`src/hdl/sensor_config_pkg.sv`:
```
// package with object addresses, field layouts and reset values of the config bank
package sensor_config_pkg;
	localparam logic [15:0] IDX_LANGUAGE = 16'h2300;
	localparam logic [15:0] IDX_OPERATING = 16'h6000;
	localparam logic [15:0] IDX_POSITION = 16'h6004;
	localparam logic [15:0] IDX_OP_STATUS = 16'h6500;
	localparam logic [15:0] IDX_STEP_NM = 16'h6501;
	localparam logic [15:0] IDX_FAULT = 16'h2070;
	localparam logic [7:0] SUB_LANGUAGE = 8'h01;
	localparam logic [7:0] SUB_BACKLIGHT = 8'h02;
	localparam logic [7:0] SUB_CONTRAST = 8'h03;
	localparam logic [7:0] SUB_PW_ENABLE = 8'h04;
	localparam logic [7:0] SUB_PW_VALUE = 8'h05;
	localparam logic [7:0] SUB_HEATER = 8'h06;
	localparam logic [7:0] SUB_VEL_FAULT = 8'h03;
	localparam logic [15:0] IDX_MSG = 16'h2310;
	localparam logic [7:0] SUB_MSG_CMD = 8'h00;
	localparam logic [7:0] SUB_MSG_COUNT = 8'h01;
	localparam logic [7:0] SUB_MSG_FIRST = 8'h10;
	localparam logic [15:0] IDX_DIAG = 16'h2320;
	localparam logic [7:0] SUB_DIAG_MODE = 8'h01;
	localparam logic [7:0] SUB_DIAG_COUNT = 8'h02;
	localparam int VF_LAST_ZERO_BIT = 0;
	localparam int VF_SUPPRESS_BIT = 2;
	localparam int VF_DELAY_BIT = 3;
	localparam logic [7:0] VF_MAX = 8'h0D;
	localparam logic [7:0] VF_RESET = 8'h0D;
	localparam logic [7:0] VF_MASK = 8'h0D;
	localparam int DIR_BIT = 3;
	localparam logic [15:0] OP_MASK = 16'h0008;
	localparam logic [7:0] LANG_MAX = 8'h04;
	localparam logic [7:0] LANG_RESET = 8'h00;
	localparam logic [7:0] BACKLIGHT_RESET = 8'h00;
	localparam logic [7:0] CONTRAST_MAX = 8'h02;
	localparam logic [7:0] CONTRAST_RESET = 8'h01;
	localparam logic [7:0] PW_ENABLE_RESET = 8'h00;
	localparam logic [15:0] PW_MAX = 16'h270F;
	localparam logic [15:0] PW_RESET = 16'h0000;
	localparam logic [7:0] HEATER_RESET = 8'h00;
	localparam logic signed [31:0] POS_MIN = -32'sd999999;
	localparam logic signed [31:0] POS_MAX = 32'sd999999;
	localparam int MSG_DEPTH = 25;
	localparam logic [7:0] MSG_OCCURRENCE = 8'h01;
	localparam int BACKLIGHT_MIN = 10;
	localparam longint CLK_HZ = 100000000;
	localparam longint BACKLIGHT_CYCLES = longint'(BACKLIGHT_MIN) * 60 * CLK_HZ;
	localparam logic [7:0] HEAT_STD_ON_C = 8'd10;
	localparam logic [7:0] HEAT_STD_OFF_C = 8'd15;
	localparam logic [7:0] HEAT_EXT_ON_C = 8'd30;
	localparam logic [7:0] HEAT_EXT_OFF_C = 8'd35;
	localparam logic [1:0] CMD_ACK_ONE = 2'h0;
	localparam logic [1:0] CMD_DEL_ONE = 2'h1;
	localparam logic [1:0] CMD_ACK_ALL = 2'h2;
	localparam logic [1:0] CMD_DEL_ALL = 2'h3;

	typedef enum logic [1:0]
	{
		MSG_INFO = 2'b00,
		MSG_WARNING = 2'b01,
		MSG_ERROR = 2'b10,
		MSG_SEVERE = 2'b11
	} msg_type_t;

	typedef struct packed
	{
		logic valid;
		logic acked;
		msg_type_t kind;
		logic [11:0] number;
		logic [7:0] occurrence;
	} msg_entry_t;

	typedef struct packed
	{
		logic wr;
		logic rd;
		logic [15:0] index;
		logic [7:0] sub;
		logic [31:0] wdata;
	} obj_req_t;
endpackage : sensor_config_pkg

```
`src/hdl/sensor_config_object_bank.sv`:
```
// configuration and status object bank of the distance sensor
// Behaviour
// - velocity fault bit0: 0 hold last value, 1 force zero; bit1 reads 0
// - velocity fault bit2 set suppresses velocity status indication
// - velocity fault bit3 set delays signalling of a velocity fault
// - language code 0..4, default 0
// - backlight 0 turns off after ten minutes, 1 keeps it on
// - contrast 0 low, 1 medium, 2 high; starts medium
// - password holds 0000..9999, default 0000
// - password only effective while activation flag is 1, default off
// - heater 0 selects 10..15 C band, 1 selects 30..35 C band
// - heater setting always accessible, drives hardware only with heater fitted
// - operating word bit3 is counting direction; other bits unused
// - read-only status word mirrors operating word direction bit
// - signed position within +-999999, byte 0 least significant
// - measurement step reported in nanometres
// - status messages kept automatically in 25-entry ring, oldest overwritten
// - ring emptied at power-up reset
// - entries carry type code and internal error number
// - occurrence count of every entry is 1
// - acknowledge or delete one entry or all entries
// - leaving diagnostics stops recording and clears its contents
// - diagnostics never stalls object access
// - velocity fault byte accepts 0..13, default 13
`timescale 1ns/1ps
`default_nettype none
module sensor_config_object_bank
	import sensor_config_pkg::*;
#(
	parameter longint BACKLIGHT_TIMEOUT = BACKLIGHT_CYCLES,
	parameter bit HEATER_FITTED = 1'b1
)
(
	input wire logic clk,
	input wire logic sys_rst,
	input wire obj_req_t req,
	output logic [31:0] rdata,
	output logic rvalid,
	output logic wr_error,
	input wire logic signed [31:0] position_in,
	input wire logic [31:0] resolution_nm,
	input wire logic velocity_fault,
	input wire logic signed [31:0] velocity_in,
	input wire logic fault_delay_done,
	input wire logic msg_push,
	input wire msg_type_t msg_kind,
	input wire logic [11:0] msg_number,
	input wire logic key_activity,
	input wire logic [7:0] temperature_c,
	input wire logic diag_sample,
	output logic signed [31:0] velocity_out,
	output logic velocity_status,
	output logic count_negative,
	output logic [2:0] language,
	output logic backlight_on,
	output logic [1:0] contrast,
	output logic password_required,
	output logic [15:0] password,
	output logic heater_on
);
	logic [7:0] vel_fault, next_vel_fault;
	logic [7:0] lang_r, next_lang_r;
	logic [7:0] backlight, next_backlight;
	logic [7:0] contrast_r, next_contrast_r;
	logic [7:0] pw_enable, next_pw_enable;
	logic [15:0] pw_value, next_pw_value;
	logic [7:0] heater_sel, next_heater_sel;
	logic [15:0] op_param, next_op_param;
	logic signed [31:0] position, next_position;
	logic [31:0] step_nm, next_step_nm;
	msg_entry_t ring [MSG_DEPTH];
	msg_entry_t next_ring [MSG_DEPTH];
	logic [4:0] wr_ptr, next_wr_ptr;
	logic [4:0] msg_count, next_msg_count;
	logic diag_mode, next_diag_mode;
	logic [15:0] diag_count, next_diag_count;
	logic [63:0] light_timer, next_light_timer;
	logic light_on, next_light_on;
	logic heat, next_heat;
	logic signed [31:0] vel_hold, next_vel_hold;
	logic [31:0] next_rdata;
	logic next_rvalid, next_wr_error;

	function automatic logic [4:0] ring_inc(input logic [4:0] p);
		ring_inc = (p == 5'(MSG_DEPTH - 1)) ? 5'h00 : p + 5'h01;
	endfunction : ring_inc

	function automatic logic match(input obj_req_t r, input logic [15:0] i, input logic [7:0] s);
		match = (r.index == i) && (r.sub == s);
	endfunction : match

	always_comb
	begin
		next_vel_fault = vel_fault;
		next_lang_r = lang_r;
		next_backlight = backlight;
		next_contrast_r = contrast_r;
		next_pw_enable = pw_enable;
		next_pw_value = pw_value;
		next_heater_sel = heater_sel;
		next_op_param = op_param;
		next_diag_mode = diag_mode;
		next_wr_error = 1'b0;
		if (req.wr)
		begin
			next_wr_error = 1'b1;
			// range check on velocity fault byte
			if (match(req, IDX_FAULT, SUB_VEL_FAULT) && req.wdata[7:0] <= VF_MAX)
			begin
				next_vel_fault = req.wdata[7:0] & VF_MASK;
				next_wr_error = 1'b0;
			end
			if (match(req, IDX_LANGUAGE, SUB_LANGUAGE) && req.wdata[7:0] <= LANG_MAX)
			begin
				next_lang_r = req.wdata[7:0];
				next_wr_error = 1'b0;
			end
			if (match(req, IDX_LANGUAGE, SUB_BACKLIGHT) && req.wdata[7:1] == 7'h00)
			begin
				next_backlight = req.wdata[7:0];
				next_wr_error = 1'b0;
			end
			if (match(req, IDX_LANGUAGE, SUB_CONTRAST) && req.wdata[7:0] <= CONTRAST_MAX)
			begin
				next_contrast_r = req.wdata[7:0];
				next_wr_error = 1'b0;
			end
			if (match(req, IDX_LANGUAGE, SUB_PW_ENABLE) && req.wdata[7:1] == 7'h00)
			begin
				next_pw_enable = req.wdata[7:0];
				next_wr_error = 1'b0;
			end
			if (match(req, IDX_LANGUAGE, SUB_PW_VALUE) && req.wdata[15:0] <= PW_MAX)
			begin
				next_pw_value = req.wdata[15:0];
				next_wr_error = 1'b0;
			end
			if (match(req, IDX_LANGUAGE, SUB_HEATER) && req.wdata[7:1] == 7'h00)
			begin
				next_heater_sel = req.wdata[7:0];
				next_wr_error = 1'b0;
			end
			if (match(req, IDX_OPERATING, 8'h00))
			begin
				next_op_param = req.wdata[15:0] & OP_MASK;
				next_wr_error = 1'b0;
			end
			if (match(req, IDX_DIAG, SUB_DIAG_MODE))
			begin
				next_diag_mode = req.wdata[0];
				next_wr_error = 1'b0;
			end
			if (match(req, IDX_MSG, SUB_MSG_CMD))
			begin
				next_wr_error = 1'b0;
			end
		end
	end

	always_ff @(posedge clk)
	begin
		if (sys_rst)
		begin
			vel_fault <= VF_RESET;
			lang_r <= LANG_RESET;
			backlight <= BACKLIGHT_RESET;
			contrast_r <= CONTRAST_RESET;
			pw_enable <= PW_ENABLE_RESET;
			pw_value <= PW_RESET;
			heater_sel <= HEATER_RESET;
			op_param <= 16'h0000;
			diag_mode <= 1'b0;
			wr_error <= 1'b0;
		end
		else
		begin
			vel_fault <= next_vel_fault;
			lang_r <= next_lang_r;
			backlight <= next_backlight;
			contrast_r <= next_contrast_r;
			pw_enable <= next_pw_enable;
			pw_value <= next_pw_value;
			heater_sel <= next_heater_sel;
			op_param <= next_op_param;
			diag_mode <= next_diag_mode;
			wr_error <= next_wr_error;
		end
	end

	// status message ring
	always_comb
	begin
		next_ring = ring;
		next_wr_ptr = wr_ptr;
		next_msg_count = msg_count;
		if (req.wr && match(req, IDX_MSG, SUB_MSG_CMD))
		begin
			unique case (req.wdata[9:8])
				CMD_ACK_ONE:
				begin
					if (req.wdata[4:0] < 5'(MSG_DEPTH))
						next_ring[req.wdata[4:0]].acked = 1'b1;
				end
				CMD_DEL_ONE:
				begin
					if (req.wdata[4:0] < 5'(MSG_DEPTH) && ring[req.wdata[4:0]].valid)
					begin
						next_ring[req.wdata[4:0]] = '0;
						next_msg_count = msg_count - 5'h01;
					end
				end
				CMD_ACK_ALL:
				begin
					for (int i = 0; i < MSG_DEPTH; i++)
						next_ring[i].acked = ring[i].valid;
				end
				CMD_DEL_ALL:
				begin
					for (int i = 0; i < MSG_DEPTH; i++)
						next_ring[i] = '0;
					next_msg_count = 5'h00;
				end
			endcase
		end
		// storage needs no enable; push after command so event wins
		if (msg_push)
		begin
			// count grows only when a free slot is filled
			if (!next_ring[wr_ptr].valid)
				next_msg_count = next_msg_count + 5'h01;
			// type and number, count always 1
			next_ring[wr_ptr] = '{valid: 1'b1, acked: 1'b0, kind: msg_kind,
				number: msg_number, occurrence: MSG_OCCURRENCE};
			next_wr_ptr = ring_inc(wr_ptr);
		end
	end

	always_ff @(posedge clk)
	begin
		if (sys_rst)
		begin
			for (int i = 0; i < MSG_DEPTH; i++)
				ring[i] <= '0;
			wr_ptr <= 5'h00;
			msg_count <= 5'h00;
		end
		else
		begin
			ring <= next_ring;
			wr_ptr <= next_wr_ptr;
			msg_count <= next_msg_count;
		end
	end

	// measurement sampling, diagnostics, display and heater
	always_comb
	begin
		if (position_in > POS_MAX)
			next_position = POS_MAX;
		else if (position_in < POS_MIN)
			next_position = POS_MIN;
		else
			next_position = position_in;
		next_step_nm = resolution_nm;
		// recording runs beside object access, never blocking it
		if (!diag_mode)
			next_diag_count = 16'h0000;
		else if (diag_sample)
			next_diag_count = diag_count + 16'h0001;
		else
			next_diag_count = diag_count;
		next_light_timer = light_timer;
		next_light_on = light_on;
		if (key_activity)
		begin
			next_light_timer = 64'h0;
			next_light_on = 1'b1;
		end
		else if (light_timer >= 64'(BACKLIGHT_TIMEOUT - 1))
			next_light_on = 1'b0;
		else
			next_light_timer = light_timer + 64'h1;
		next_heat = heat;
		if (temperature_c < (heater_sel[0] ? HEAT_EXT_ON_C : HEAT_STD_ON_C))
			next_heat = 1'b1;
		else if (temperature_c > (heater_sel[0] ? HEAT_EXT_OFF_C : HEAT_STD_OFF_C))
			next_heat = 1'b0;
		next_vel_hold = velocity_fault ? vel_hold : velocity_in;
	end

	always_ff @(posedge clk)
	begin
		if (sys_rst)
		begin
			position <= 32'sh0;
			step_nm <= 32'h0;
			diag_count <= 16'h0000;
			light_timer <= 64'h0;
			light_on <= 1'b1;
			heat <= 1'b0;
			vel_hold <= 32'sh0;
		end
		else
		begin
			position <= next_position;
			step_nm <= next_step_nm;
			diag_count <= next_diag_count;
			light_timer <= next_light_timer;
			light_on <= next_light_on;
			heat <= next_heat;
			vel_hold <= next_vel_hold;
		end
	end

	// read path
	always_comb
	begin
		next_rvalid = req.rd;
		next_rdata = 32'h0;
		if (req.rd)
		begin
			if (match(req, IDX_FAULT, SUB_VEL_FAULT))
				next_rdata = {24'h0, vel_fault};
			else if (match(req, IDX_LANGUAGE, SUB_LANGUAGE))
				next_rdata = {24'h0, lang_r};
			else if (match(req, IDX_LANGUAGE, SUB_BACKLIGHT))
				next_rdata = {24'h0, backlight};
			else if (match(req, IDX_LANGUAGE, SUB_CONTRAST))
				next_rdata = {24'h0, contrast_r};
			else if (match(req, IDX_LANGUAGE, SUB_PW_ENABLE))
				next_rdata = {24'h0, pw_enable};
			else if (match(req, IDX_LANGUAGE, SUB_PW_VALUE))
				next_rdata = {16'h0, pw_value};
			else if (match(req, IDX_LANGUAGE, SUB_HEATER))
				next_rdata = {24'h0, heater_sel};
			else if (match(req, IDX_OPERATING, 8'h00))
				next_rdata = {16'h0, op_param};
			else if (match(req, IDX_OP_STATUS, 8'h00))
				next_rdata = {16'h0, op_param & OP_MASK};
			else if (match(req, IDX_POSITION, 8'h00))
				next_rdata = position;
			else if (match(req, IDX_STEP_NM, 8'h00))
				next_rdata = step_nm;
			else if (match(req, IDX_MSG, SUB_MSG_COUNT))
				next_rdata = {27'h0, msg_count};
			else if (match(req, IDX_DIAG, SUB_DIAG_MODE))
				next_rdata = {31'h0, diag_mode};
			else if (match(req, IDX_DIAG, SUB_DIAG_COUNT))
				next_rdata = {16'h0, diag_count};
			else if (req.index == IDX_MSG && req.sub >= SUB_MSG_FIRST
				&& req.sub < SUB_MSG_FIRST + 8'(MSG_DEPTH))
				next_rdata = {8'h0, ring[5'(req.sub - SUB_MSG_FIRST)]};
		end
	end

	always_ff @(posedge clk)
	begin
		if (sys_rst)
		begin
			rdata <= 32'h0;
			rvalid <= 1'b0;
		end
		else
		begin
			rdata <= next_rdata;
			rvalid <= next_rvalid;
		end
	end

	// zero or held value on fault
	assign velocity_out = !velocity_fault ? vel_hold
		: (vel_fault[VF_LAST_ZERO_BIT] ? 32'sh0 : vel_hold);
	assign velocity_status = velocity_fault && !vel_fault[VF_SUPPRESS_BIT]
		&& (!vel_fault[VF_DELAY_BIT] || fault_delay_done);
	assign count_negative = op_param[DIR_BIT];
	assign language = lang_r[2:0];
	assign backlight_on = backlight[0] | light_on;
	assign contrast = contrast_r[1:0];
	assign password_required = pw_enable[0];
	assign password = pw_enable[0] ? pw_value : 16'h0000;
	assign heater_on = HEATER_FITTED & heat;
endmodule : sensor_config_object_bank
`default_nettype wire

```
`config.mk`:
```
export PLATFORM = sky130hd
export DESIGN_NAME = sensor_config_object_bank
export DESIGN_NICKNAME = d
export VERILOG_FILES = /design/src/hdl/sensor_config_pkg.sv /design/src/hdl/sensor_config_object_bank.sv
export SDC_FILE = /design/constraint.sdc
export NUM_CORES = 2
export LEC_CHECK = 0
export BUFFER_PORTS_ARGS = -buffer_cell sky130_fd_sc_hd__buf_2
export CORE_UTILIZATION = 45
export CTS_CLUSTER_SIZE = 28
export DETAILED_ROUTE_END_ITERATION = 8
export GPL_ROUTABILITY_DRIVEN = 1
export SETUP_SLACK_MARGIN = 0.05
export SYNTH_ARGS = -nofsm -noshare
export SYNTH_HDL_FRONTEND = slang
export SYNTH_SLANG_ARGS = --single-unit
```
`constraint.sdc`:
```
create_clock -name clk -period 9.9 [get_ports clk]
set_input_delay 1.485 -clock clk [delete_from_list [all_inputs] [get_ports clk]]
set_output_delay 1.485 -clock clk [all_outputs]
set_load 0.01 [all_outputs]
```
==> metrics <==
# setup viols final 0; Setup CP Type in -> reg; Primary FF master, synth dfxtp_1; Fin. Hold Viols 0; CP peak stage delay 0.97 ns; minimum clock period 5.517 ns; fillers 7,572; CP Data Required Time 10.40 ns; Worst slew margin 19.67%; peak supply drop 0.0001317 V; htree depth 3; TNS Setup 0 ns; Crit Path Max Fanout 35; Core ar. around 80,000 µm²; nets 4,260; HP Class reg -> reg; Die Height 291.0 µm; Ys Warns 0; Root Driver clkbuf_16; TritonCTS buffer count between 90 and 100; clock sink count roughly 880; Buf+Inv Stages, Crit Path 3; CTS Buffer Depth 3; share of cells above drive strength 1 17.50%; Worst path top cell family by delay buffers and inverters; asr flop ratio synth 0%; Synth area leader dfxtp_1; pin count of the biggest net entering global routing 178; DRC Markers 0; TritonCTS clock tree done; post-synthesis sequential area ratio between 40% and 50%; Routed Antenna Nets 0; Int Pwr between 6000 and 7000 µW; Crit-path slowest cell clkinv_1; total power draw 7822 µW; switching share of power between 20% and 30%; syn_nets 4,203; top post-synthesis cells by count dfxtp_1 (883), nor2_1 (498), a21oi_1 (328); wire per inst 23.34 µm; outcome finished clean; final worst path period share 55.72%; postcts setup bufs 0; final worst slack 4.383 ns; FP Rows 105; Syn Inst Count 4,006; initial antenna violation count 8; area grow syn2layout 14.12%; vias post-DR approximately 31,000; Yosys reg bits 883; Yosys top cell area share a little under half; Mapped Area 37,590 µm²; Post-synth EDFFs 0; Detailed Place HPWL 76,480 µm; pwr/cell area 182.3 nW/µm²; Final Max Tran Viols 0; clk slew on worst S/H paths 0.06 ns; fin cells 5,215; fmax 0.1813 GHz; Die X 291.0 µm; Die Area 84,700 µm²; most frequent cell after synthesis dfxtp_1; Least-Margin Pin Slew 1.205 ns; Worst-Skew Late Latency 0.67 ns; final wirelength 121,700 µm; GRT overflow 0; DR pass1 iterations 6; synth unique cells 88; number of port buffers 258; global-route wire length before repair 183,400 µm; Worst setup EP type flop; Max Cap Violations 0; Placed Cells 5,037; number of DRC markers in iteration 0 about 3,000; Resized cells post-CTS 0; ordered list of cells on the worst path buf_2 -> clkinv_1 -> nor2_1 -> and4_1 -> buf_4 -> or4b_1 -> a31oi_1 -> o41ai_1 -> a31oi_1 -> nor2_4 -> mux2i_1 -> nor2_1; I/O pin count approximately 280; hold_ws 0.4402 ns; worst reg-to-reg setup slack just over 6 ns; Via-to-Cell Ratio 6.026; Clock power frac 48.4%; CP startpoint kind primary input; RSZ-0062 raised after global routing no; synthesized area per cell 9.384 µm²; post-route clock skew 0.03265 ns; number of global-route vias before repair 29,830; routability cong. 0.8942; gr usage total between 20 and 30%; Critical Path AT approximately 6 ns; Synth area leaders dfxtp_1 (47%), mux4_2 (10%), a22oi_1 (5.3%); hold_buf cts 0; Psw 1820 µW; leakage power 0.01618 µW; Reg power frac 46.2%; Setup WS pre-CTS about 3.9 ns; initial core utilization between 40% and 50%; Logic pwr share about 5.4%
==> metrics by stage <==
| stage | cell area, µm² | util, % |
|---|---|---|
| 5_1_grt | 42900 | 52.08 |
| 3_3_place_gp | 39550 | 48.02 |
| 4_1_cts | 42890 | 52.07 |
| 3_5_place_dp | 39550 | 48.02 |
| 6_report | 42900 | 52.08 |
| 2_1_floorplan | 37590 | - |
==> state kept, by name, summed over array words and instances (netlist names), 8 cells and up <==
register     flops
contrast_r       8
vel_hold        32
lang_r           8
ring           600
step_nm         32
diag_count      16
rdata           32
heater_sel       8
pw_enable        8
backlight        8
position        32
light_timer     64
pw_value        16
==> worst min-delay path, delay by kind of cell (launching register included) <==
family | cells | cell delay [ns]
flops | 1 | 0.30
simple gates | 2 | 0.09
==> cell usage in the layout (no fill, tap or decap), types with 14 or more instances in the layout <==
cell and count:
a211oi_2 20, a21oi_1 328, a222oi_1 17, a22oi_1 267, a31oi_1 19, and2_1 165
and3_1 170, buf_2 255, buf_4 74, clkbuf_1 25, clkbuf_16 95, clkbuf_8 26
dfxtp_1 883, ha_1 14, inv_1 26, mux2i_1 61, mux4_2 169, nand2_1 301
nand2b_1 22, nand3_1 169, nand4_1 28, nor2_1 493, nor2b_1 51, nor3_1 27
nor4_1 33, o211ai_1 43, o21a_1 23, o21ai_0 81, or3_1 22, xnor2_1 21
xor2_1 27
==> layer usage <==
layer	part of all wire (%)	up-vias	global-route usage, %
met3	8.3	283	4.932
li1	-	14500	-
met4	3.4	2	10.93
met5	0.011	-	0
met1	43	15210	37.73
met2	45	1432	43.88
==> power groups by stage <==
stage | registers [µW] | logic (µW) | clock network (µW)
2_1_floorplan | 3680 | 272 | 0
3_3_place_gp | 3690 | 419 | 0
3_5_place_dp | 3690 | 420 | 0
4_1_cts | 3610 | 421 | 3840
5_1_grt | 3610 | 455 | 3980
6_report | 3610 | 426 | 3780
==> cell families (layout without fill, tap and decap cells) <==
group	count (synthesis)	in the layout	share of synthesized area, %
simple gates	1546	1546	20.23
flops	883	883	47.02
compound gates	878	878	15.08
buf+inv	404	540	4.237
mux	233	233	11.84
xor+xnor	48	48	1.118
fa+ha+maj	14	14	0.4660
other cells	0	3	0
==> path summary, 6_finish.rpt <==
| kind | start | endpoint | cells past startpoint |
|---|---|---|---|
| min | light_on | light_on | 2 |
| min reg2reg | light_on | light_on | 2 |
| max | req[9] | msg_count[1] | 12 |
| max reg2reg | ring[239] | ring[348] | 9 |
==> cell type report <==
cell class,instances,area [µm²],share of cell area (%)
multi-input combinational,2719,18490,43.09
sequential,883,17680,41.21
clock buffer,145,2815,6.562
timing repair buffer,335,1936,4.512
tap,1070,1339,3.121
clock inverter,30,524.3,1.222
inverter,30,115.1,0.2683
antenna,3,7.507,0.01750
Note: power is estimated with default switching activity, not from simulation.
